===== config.mk =====
export PLATFORM = sky130hd
export DESIGN_NAME = gpmc_top
export DESIGN_NICKNAME = d
export VERILOG_FILES = /design/src/hdl/gpmc_pkg.sv /design/src/hdl/gpmc_i2c_addr_det.sv /design/src/hdl/gpmc_top.sv
export SDC_FILE = /design/constraint.sdc
export NUM_CORES = 1
export LEC_CHECK = 0
export ABC_CLOCK_PERIOD_IN_PS = 6400
export BUFFER_PORTS_ARGS = -buffer_cell sky130_fd_sc_hd__buf_2
export CAP_MARGIN = 30
export CORE_MARGIN = 5
export CORE_UTILIZATION = 55
export DETAILED_ROUTE_END_ITERATION = 7
export PLACE_DENSITY = 0.87
export SLEW_MARGIN = 30
export SYNTH_ARGS = -nofsm -noshare
export SYNTH_HDL_FRONTEND = slang
export SYNTH_SLANG_ARGS = --single-unit

===== constraint.sdc =====
create_clock -name ref_clk_in -period 6.4 [get_ports ref_clk_in]
set_input_delay 0.32 -clock ref_clk_in [delete_from_list [all_inputs] [get_ports ref_clk_in]]
set_output_delay 0.32 -clock ref_clk_in [all_outputs]
set_load 0.02 [all_outputs]

===== src/hdl/gpmc_pkg.sv =====
// Purpose: Shared constants and types for the gauge power-mode controller
// Assumes: 125 MHz core clock, 16-bit measurement words
// Notes:   Link pins are sampled, not used as clocks
package gpmc_pkg;
    localparam int CLK_MHZ          = 125;
    localparam int DATA_W           = 16;
    localparam int I2C_ADDR_W       = 7;
    // Time figures and derived cycle counts
    localparam int CAL_TIME_US      = 10;
    localparam int CAL_CYCLES       = CAL_TIME_US * CLK_MHZ;
    localparam int OCV_TIME_US      = 10;
    localparam int OCV_CYCLES       = OCV_TIME_US * CLK_MHZ;
    localparam int CNT_W            = 24;
    localparam logic [CNT_W-1:0] DOZE_PERIOD_DEF = 24'h0f4240;
    localparam logic [I2C_ADDR_W-1:0] DEV_ADDR_DEF = 7'h55; // Arbitrary
    localparam logic [DATA_W-1:0] ZERO_WORD = 16'h0000;

    typedef enum logic [3:0]
    {
        GPMC_WAIT_ABSENT = 4'h0,
        GPMC_INIT_OCV    = 4'h1,
        GPMC_NORMAL      = 4'h2,
        GPMC_CAL         = 4'h3,
        GPMC_DOZE        = 4'h4,
        GPMC_FAST_DOZE   = 4'h5,
        GPMC_DEEP_OFF    = 4'h6,
        GPMC_CMD_WAKE    = 4'h7
    } gpmc_state_t;

    typedef struct packed
    {
        logic [DATA_W-1:0] low_capacity_set_level;
        logic [DATA_W-1:0] low_capacity_clear_level;
        logic [DATA_W-1:0] end_discharge_voltage;
        logic [DATA_W-1:0] doze_current_level;
        logic [DATA_W-1:0] wake_current_threshold;
        logic [DATA_W-1:0] deep_off_current_level;
        logic [DATA_W-1:0] deep_off_voltage_level;
    } gpmc_cfg_t;

    typedef struct packed
    {
        logic [DATA_W-1:0] remaining_capacity_value;
        logic [DATA_W-1:0] average_current_value;
        logic [DATA_W-1:0] sense_current;
        logic [DATA_W-1:0] cell_voltage;
        logic [DATA_W-1:0] state_of_charge;
    } gpmc_meas_t;
endpackage


===== src/hdl/gpmc_i2c_addr_det.sv =====
// Purpose: Watches the I2C pins and flags address matches that follow a start
// Assumes: Pins sampled at core clock; three-stage sync per pin
// Notes:   Listens only, never drives the bus
`timescale 1ns/1ns
`default_nettype none
module gpmc_i2c_addr_det
(
    input  wire logic                            ref_clk_in,
    input  wire logic                            rst_b_in,
    input  wire logic                            scl_in,
    input  wire logic                            sda_in,
    input  wire logic [gpmc_pkg::I2C_ADDR_W-1:0] dev_addr_in,
    output logic                                 addr_hit_out,
    output logic                                 activity_out
);
    logic [2:0] scl_s;
    logic [2:0] sda_s;
    logic       scl_q;
    logic       sda_q;
    logic       scl_prev;
    logic       sda_prev;
    logic       in_addr;
    logic [3:0] bit_cnt;
    logic [7:0] shreg;

    always_ff @(posedge ref_clk_in)
    begin
        if (!rst_b_in)
        begin
            scl_s <= 3'h7;
            sda_s <= 3'h7;
            scl_q <= 1'b1;
            sda_q <= 1'b1;
        end
        else
        begin
            scl_s <= {scl_s[1:0], scl_in};
            sda_s <= {sda_s[1:0], sda_in};
            // Change accepted only once stages two and three agree
            if (scl_s[1] == scl_s[2])
                scl_q <= scl_s[2];
            if (sda_s[1] == sda_s[2])
                sda_q <= sda_s[2];
        end
    end

    always_ff @(posedge ref_clk_in)
    begin
        if (!rst_b_in)
        begin
            scl_prev     <= 1'b1;
            sda_prev     <= 1'b1;
            in_addr      <= 1'b0;
            bit_cnt      <= 4'h0;
            shreg        <= 8'h00;
            addr_hit_out <= 1'b0;
            activity_out <= 1'b0;
        end
        else
        begin
            scl_prev     <= scl_q;
            sda_prev     <= sda_q;
            addr_hit_out <= 1'b0;
            activity_out <= 1'b0;
            if (scl_q && sda_prev && !sda_q)
            begin
                in_addr <= 1'b1;
                bit_cnt <= 4'h0;
            end
            else if (in_addr && scl_q && !scl_prev)
            begin
                shreg   <= {shreg[6:0], sda_q};
                bit_cnt <= bit_cnt + 4'h1;
                if (bit_cnt == 4'h7)
                begin
                    in_addr <= 1'b0;
                    // Foreign addresses never reach the mode logic
                    if (shreg[6:0] == dev_addr_in)
                    begin
                        addr_hit_out <= 1'b1;
                        activity_out <= 1'b1;
                    end
                end
            end
        end
    end
endmodule
`default_nettype wire


===== src/hdl/gpmc_top.sv =====
// Purpose: Power-mode sequencing and low-capacity flag of a battery gauge
// Assumes: Measurements and settings arrive as words on the core clock
// Notes:   Host commands are detected by address match on the link pins
// Notes on behaviour
// - Host commands over I2C are serviced in every mode.
// - Low-capacity flag sets when remaining capacity drops below set level.
// - Flag clears only above separate clear level, giving hysteresis.
// - At end-of-discharge voltage the reported charge is forced to zero.
// - No cell: halt and wait; on insertion measure OPEN_CIRCUIT_VOLTAGE, flag, pick profile.
// - Halted wait mode wakes for host commands, then halts again.
// - Normal mode whenever no other mode is active.
// - Normal mode measures, refreshes data and decides mode changes.
// - Doze entered when doze allowed and average current below doze level.
// - Coulomb counter autocalibration runs before doze entry.
// - Doze stops the high-frequency oscillator.
// - Doze wakes periodically to measure and update data.
// - Doze exits on average current above level or current above wake.
// - Fast doze entered when its bit is set and current below doze level.
// - Fast doze keeps both oscillators running.
// - Fast doze exits on communication, current rise or wake current.
// - Requested deep-off waits for valid OPEN_CIRCUIT_VOLTAGE and small average current.
// - Deep-off also entered on low cell voltage with valid OPEN_CIRCUIT_VOLTAGE.
// - Deep-off left only on addressed I2C command or power-on reset.
// - Cell removed on charger: stop tracking, go to insertion check.
`timescale 1ns/1ns
`default_nettype none
module gpmc_top
(
    input  wire logic                            ref_clk_in,
    input  wire logic                            rst_b_in,
    input  wire logic                            scl_in,
    input  wire logic                            sda_in,
    input  wire logic [gpmc_pkg::I2C_ADDR_W-1:0] dev_addr_in,
    input  wire logic                            cell_present_in,
    input  wire logic                            doze_allow_in,
    input  wire logic                            fast_doze_enable_bit_in,
    input  wire logic                            deep_off_request_in,
    input  wire gpmc_pkg::gpmc_cfg_t             cfg_in,
    input  wire gpmc_pkg::gpmc_meas_t            meas_in,
    input  wire logic                            cal_done_in,
    input  wire logic                            ocv_done_in,
    output logic                                 low_capacity_flag_out,
    output logic                                 battery_present_flag_out,
    output logic [gpmc_pkg::DATA_W-1:0]          state_of_charge_out,
    output logic                                 hf_osc_en_out,
    output logic                                 lf_osc_en_out,
    output logic                                 measure_req_out,
    output logic                                 cal_req_out,
    output logic                                 ocv_req_out,
    output logic                                 profile_select_out,
    output logic                                 tracking_en_out,
    output logic                                 cmd_service_out,
    output logic [3:0]                           mode_out
);
    gpmc_pkg::gpmc_state_t state;
    gpmc_pkg::gpmc_state_t next_state;
    logic                          addr_hit;
    logic                          activity;
    logic [2:0]                    cell_s;
    logic                          cell_q;
    logic                          ocv_valid;
    logic [gpmc_pkg::CNT_W-1:0]    doze_cnt;
    logic                          doze_tick;
    logic                          doze_qual;
    logic                          wake_cur;
    logic                          deep_qual;

    function automatic logic [gpmc_pkg::DATA_W-1:0] mag
        (input logic [gpmc_pkg::DATA_W-1:0] v);
        mag = v[gpmc_pkg::DATA_W-1] ? (~v + 16'h0001) : v;
    endfunction

    gpmc_i2c_addr_det u_det
    (
        .ref_clk_in   (ref_clk_in),
        .rst_b_in     (rst_b_in),
        .scl_in       (scl_in),
        .sda_in       (sda_in),
        .dev_addr_in  (dev_addr_in),
        .addr_hit_out (addr_hit),
        .activity_out (activity)
    );

    // Cell detect comes from a pin, so it is filtered like the link pins
    always_ff @(posedge ref_clk_in)
    begin
        if (!rst_b_in)
        begin
            cell_s <= 3'h0;
            cell_q <= 1'b0;
        end
        else
        begin
            cell_s <= {cell_s[1:0], cell_present_in};
            if (cell_s[1] == cell_s[2])
                cell_q <= cell_s[2];
        end
    end

    assign doze_qual = mag(meas_in.average_current_value)
                       < cfg_in.doze_current_level;
    assign wake_cur  = mag(meas_in.sense_current)
                       > cfg_in.wake_current_threshold;
    assign deep_qual = ocv_valid &&
        ((deep_off_request_in &&
          mag(meas_in.average_current_value)
          < cfg_in.deep_off_current_level) ||
         (meas_in.cell_voltage < cfg_in.deep_off_voltage_level));

    always_comb
    begin
        next_state = state;
        case (state)
            gpmc_pkg::GPMC_WAIT_ABSENT:
                if (cell_q)
                    next_state = gpmc_pkg::GPMC_INIT_OCV;
                else if (addr_hit)
                    next_state = gpmc_pkg::GPMC_CMD_WAKE;
            gpmc_pkg::GPMC_CMD_WAKE:
                next_state = cell_q ? gpmc_pkg::GPMC_INIT_OCV
                                    : gpmc_pkg::GPMC_WAIT_ABSENT;
            gpmc_pkg::GPMC_INIT_OCV:
                if (!cell_q)
                    next_state = gpmc_pkg::GPMC_WAIT_ABSENT;
                else if (ocv_done_in)
                    next_state = gpmc_pkg::GPMC_NORMAL;
            // Deep-off outranks doze; removal outranks both
            gpmc_pkg::GPMC_NORMAL:
                if (!cell_q)
                    next_state = gpmc_pkg::GPMC_WAIT_ABSENT;
                else if (deep_qual)
                    next_state = gpmc_pkg::GPMC_DEEP_OFF;
                else if (doze_qual && !wake_cur &&
                         (doze_allow_in || fast_doze_enable_bit_in))
                    next_state = gpmc_pkg::GPMC_CAL;
            gpmc_pkg::GPMC_CAL:
                if (!cell_q)
                    next_state = gpmc_pkg::GPMC_WAIT_ABSENT;
                else if (!doze_qual || wake_cur)
                    next_state = gpmc_pkg::GPMC_NORMAL;
                else if (cal_done_in)
                    next_state = fast_doze_enable_bit_in
                                 ? gpmc_pkg::GPMC_FAST_DOZE
                                 : gpmc_pkg::GPMC_DOZE;
            gpmc_pkg::GPMC_DOZE:
                if (!cell_q)
                    next_state = gpmc_pkg::GPMC_WAIT_ABSENT;
                else if (!doze_qual || wake_cur || !doze_allow_in)
                    next_state = gpmc_pkg::GPMC_NORMAL;
            gpmc_pkg::GPMC_FAST_DOZE:
                if (!cell_q)
                    next_state = gpmc_pkg::GPMC_WAIT_ABSENT;
                else if (activity || !doze_qual || wake_cur ||
                         !fast_doze_enable_bit_in)
                    next_state = gpmc_pkg::GPMC_NORMAL;
            gpmc_pkg::GPMC_DEEP_OFF:
                if (addr_hit)
                    next_state = gpmc_pkg::GPMC_INIT_OCV;
            default:
                next_state = gpmc_pkg::GPMC_WAIT_ABSENT;
        endcase
    end

    // Reset lands in wait mode; a present cell moves on next cycles
    always_ff @(posedge ref_clk_in)
    begin
        if (!rst_b_in)
            state <= gpmc_pkg::GPMC_WAIT_ABSENT;
        else
            state <= next_state;
    end

    // Periodic wake divider for doze; parked at zero outside doze modes
    always_ff @(posedge ref_clk_in)
    begin
        if (!rst_b_in || !(state == gpmc_pkg::GPMC_DOZE ||
                           state == gpmc_pkg::GPMC_FAST_DOZE))
        begin
            doze_cnt  <= '0;
            doze_tick <= 1'b0;
        end
        else
        begin
            doze_tick <= (doze_cnt == gpmc_pkg::DOZE_PERIOD_DEF);
            doze_cnt  <= (doze_cnt == gpmc_pkg::DOZE_PERIOD_DEF)
                         ? '0 : doze_cnt + 24'h000001;
        end
    end

    // OPEN_CIRCUIT_VOLTAGE validity lost on removal or after deep-off, forcing a new one
    always_ff @(posedge ref_clk_in)
    begin
        if (!rst_b_in)
        begin
            ocv_valid                <= 1'b0;
            battery_present_flag_out <= 1'b0;
        end
        else if (state == gpmc_pkg::GPMC_WAIT_ABSENT ||
                 state == gpmc_pkg::GPMC_DEEP_OFF)
        begin
            ocv_valid <= 1'b0;
            if (state == gpmc_pkg::GPMC_WAIT_ABSENT)
                battery_present_flag_out <= 1'b0;
        end
        else if (state == gpmc_pkg::GPMC_INIT_OCV && ocv_done_in)
        begin
            ocv_valid                <= 1'b1;
            battery_present_flag_out <= 1'b1;
        end
    end

    always_ff @(posedge ref_clk_in)
    begin
        if (!rst_b_in)
            low_capacity_flag_out <= 1'b0;
        else if (meas_in.remaining_capacity_value
                 < cfg_in.low_capacity_set_level)
            low_capacity_flag_out <= 1'b1;
        else if (meas_in.remaining_capacity_value
                 > cfg_in.low_capacity_clear_level)
            low_capacity_flag_out <= 1'b0;
    end

    always_ff @(posedge ref_clk_in)
    begin
        if (!rst_b_in)
            state_of_charge_out <= gpmc_pkg::ZERO_WORD;
        else if (meas_in.cell_voltage <= cfg_in.end_discharge_voltage)
            state_of_charge_out <= gpmc_pkg::ZERO_WORD;
        else
            state_of_charge_out <= meas_in.state_of_charge;
    end

    always_ff @(posedge ref_clk_in)
    begin
        if (!rst_b_in)
        begin
            hf_osc_en_out      <= 1'b1;
            lf_osc_en_out      <= 1'b1;
            measure_req_out    <= 1'b0;
            cal_req_out        <= 1'b0;
            ocv_req_out        <= 1'b0;
            profile_select_out <= 1'b0;
            tracking_en_out    <= 1'b0;
            cmd_service_out    <= 1'b0;
            mode_out           <= 4'h0;
        end
        else
        begin
            hf_osc_en_out   <= !(state == gpmc_pkg::GPMC_DOZE ||
                                 state == gpmc_pkg::GPMC_DEEP_OFF ||
                                 state == gpmc_pkg::GPMC_WAIT_ABSENT);
            lf_osc_en_out   <= state != gpmc_pkg::GPMC_DEEP_OFF;
            measure_req_out <= state == gpmc_pkg::GPMC_NORMAL ||
                               doze_tick;
            cal_req_out     <= state == gpmc_pkg::GPMC_CAL;
            ocv_req_out     <= state == gpmc_pkg::GPMC_INIT_OCV;
            profile_select_out <= state == gpmc_pkg::GPMC_INIT_OCV &&
                                  ocv_done_in;
            tracking_en_out <= !(state == gpmc_pkg::GPMC_WAIT_ABSENT ||
                                 state == gpmc_pkg::GPMC_CMD_WAKE ||
                                 state == gpmc_pkg::GPMC_DEEP_OFF);
            cmd_service_out <= addr_hit;
            mode_out        <= state;
        end
    end
endmodule
`default_nettype wire


==> run_results.csv <==
group,metric,value,unit
die,core,11900,um2
die,fp.dieH,119,um
routing,drc,0,
global_routing,grt_pass1_wl,28600,um
die,initial_core_util,55.5,%
cts,post-cts-setup-buffer-count,0,
worst_setup_path,critPathArrivalTime,3820,ps
cts,htreeDepth,3,
worst_setup_path,end_kind,"flop",
worst_setup_path,critPathKind,"in2reg",
job,cap_viol_max_count,0,
placed_design,dp_hpwl,14700,um
global_routing,track_usage,24.1,%
yosys,dominantRegCellSynth,"dfxtp_1",
yosys,yosys_warnings,0,
cts,clockRootBuffer,"clkbuf_16",
cts,cts_made_buffers,9,
cells_and_area,area.growth.synth_to_final,24.4,%
routing,drtIter0Drc,308,
outcome,status,"finished, final reports clean",
routing,vias,6416,
cells_and_area,final_cell_count_no_fill,1195,
sta,finClkSkew,5.28,ps
worst_setup_path,cp.buffers_inverters,1,
cts,cts_resized,0,
cells_and_area,final_cell_mix,"buf_2 (237), inv_1 (119), ha_1 (113)",
die,die-area,14300,um2
yosys,syn_nets,1133,
cts,cts.sinks,85,
placed_design,placed_area,7870,um2
global_routing,grt_overflow,0,
worst_setup_path,critical_path_required,6600,ps
sta,whs,165,ps
routing,ant_nets,0,
hold_path,hp-class,"in2reg",
worst_setup_path,critPathLaunchType,"primary input",
sta,min_period,3620,ps
pwr,powerDensity,198,nW/um2
sta,drv_slew,0,
yosys,ys_ff_latch,85,
sta,hold_viol_final,0,
yosys,avgSynthCellArea,8.12,um2
yosys,seq_area_frac_synth,25.9,%
worst_setup_path,r2r_cells,7,
placed_design,gp_congestion,0.959,
global_routing,antenna_found_initial,1,
cts,cts_tree,"built",
sta,slew_headroom,39.7,%
pwr,ir_worst_vdd,0.127,mV
sta,fmax,0.276,GHz
hold_path,min_path_cells,2,
routing,wirelength,17300,um
sta,setup_viol,0,
worst_setup_path,critical_path.top_delay_family,"simple AND/OR/NAND/NOR gates",
placed_design,placed_cells,1178,
worst_setup_path,worst_path_max_delay_cell,"or4_1",
cells_and_area,nets,1364,
cts,holdBufCountCts,0,
cells_and_area,finalInstanceArea,8190,um2
placed_design,io_buffers,237,
routing,drtPass1Iterations,5,
die,die_w,119,um
global_routing,first_global_vias,6525,
worst_setup_path,path_cells,"buf_2 > or4_1 > or4_1 > nor4bb_1 > ha_1 > nand4_1 > or4_1 > o211ai_2 > a211oi_1 > o311ai_2 > a221oi_1",
worst_setup_path,crit_cells,11,
sta,period_share,56.6,%
cells_and_area,finish.utilization,69.1,%
cells_and_area,layout_commonest_cell,"buf_2",
yosys,synthArstFlopShare,0,%
cells_and_area,drive_above_1_share,25.0,%
worst_setup_path,critPathMostFrequentCell,"or4_1",
yosys,yosysUniqueCellTypes,64,
yosys,syn_inst,811,
sta,rsz0062_at_grt,"no",
sta,tns,0,ps
routing,vias_per_cell,5.37,
worst_setup_path,path_max_fanout,5,
routing,wl_per_cell,14.5,um
cts,clk_pin_slew,60,ps
pwr,p_leak,4.23,nW
cts,clkLatencyLatePin,340,ps
die,io_pins,239,
sta,worstMarginPinSlew,901,ps
die,num_rows,40,
yosys,syn-cell-area,6580,um2
yosys,synth_edf_count,0,
global_routing,grt_max_degree,25,
worst_setup_path,slowest_delay,570,ps
cts,clock_path_buffers,2,
-- final timing paths --
kind                            slack, ps            from        endpoint
worst max register to register       4250        state[1]        state[0]
worst max-delay path                 2780     meas_in[55]        state[0]
worst min register to register        400  u_det.scl_s[0]  u_det.scl_s[1]
worst min-delay path                  160          scl_in  u_det.scl_s[0]
-- worst reg2reg max path, stage by stage, from the launching register on --
cell	delay, ps
dfxtp_1	680
nand2b_1	300
o22ai_1	220
a32o_1	150
nand2_1	70
a221oi_1	290
a211oi_1	80
a221oi_1	270
-- sequential cells by signal, indices dropped and copies added (netlist names), 3 cells and up --
register / cells
cell_s: 3
doze_cnt: 24
mode_out: 3
state: 3
state_of_charge_out: 16
u_det.bit_cnt: 4
u_det.scl_s: 3
u_det.sda_s: 3
u_det.shreg: 7
-- per-layer routing --
layer  up-vias  share of wire, %  track usage [%]
met5         -                 0                0
met4         0               4.1             11.5
met3        45               8.5             5.84
met2       257                47             42.1
met1      2835                41             27.4
li1       3279                 -                -
-- cells in the mapped netlist, drive strengths merged, types with 3 or more instances --
cell type | instances | area, um2
nand3 | 19 | 95.1
o21a | 4 | 30.0
a31oi | 3 | 18.8
nor3 | 10 | 55.1
nand2 | 57 | 230
a21oi | 44 | 224
nor4 | 4 | 25.0
ha | 113 | 1410
a21o | 16 | 120
buf | 5 | 41.3
inv | 119 | 447
o21ai | 32 | 164
a21boi | 16 | 120
a2111oi | 3 | 26.3
nor4b | 3 | 26.3
nand4 | 22 | 138
o41ai | 4 | 35.0
mux2i | 8 | 80.1
o31ai | 9 | 67.6
nor2 | 68 | 255
xor2 | 14 | 123
o211ai | 7 | 57.6
nand2b | 17 | 106
and3 | 4 | 25.0
dfxtp | 85 | 1700
xnor2 | 41 | 359
nand3b | 4 | 30.0
and4 | 6 | 52.6
a221oi | 3 | 26.3
a211oi | 6 | 45.0
clkbuf | 12 | 45.0
or3 | 9 | 56.3
and2 | 8 | 50.1
nor2b | 6 | 37.5
a211o | 3 | 27.5
or4 | 4 | 30.0
-- area by class of cell --
type	count	area, um2
diodes	1	2.50
clock buffers	10	229
clock inverters	6	93.8
fillers	938	3670
inverters	120	450
multi-input cells	589	4340
flip-flops and latches	85	1700
well taps	147	184
repair buffers	237	1190
-- power by group --
group	internal, mW	leakage, nW	switching, mW
registers	0.564	0.691	0.0341
logic	0.207	3.38	0.261
clock network	0.345	0.154	0.213
-- kinds of logic after synthesis --
logic type | count (synthesis) | share of synthesized area [%]
multiplexers | 8 | 1.22
AO/OA/AOI/OAI | 164 | 16.6
buffers and inverters | 137 | 8.15
other | 1 | 0.0570
XOR/XNOR | 55 | 7.32
AND/OR/NAND/NOR | 248 | 19.3
flip-flops | 85 | 25.9
adder cells (fa/ha/maj) | 113 | 21.5
-- per-stage QoR --
step | worst slack (ps) | total power, mW
finish | 2780 | 1.62
global route | 2520 | 1.72
CTS | 2800 | 1.64
detailed placement | 2450 | 1.08
global placement | 2520 | 1.06
floorplan | 2800 | 0.908
(Power assumes the default switching activity.)
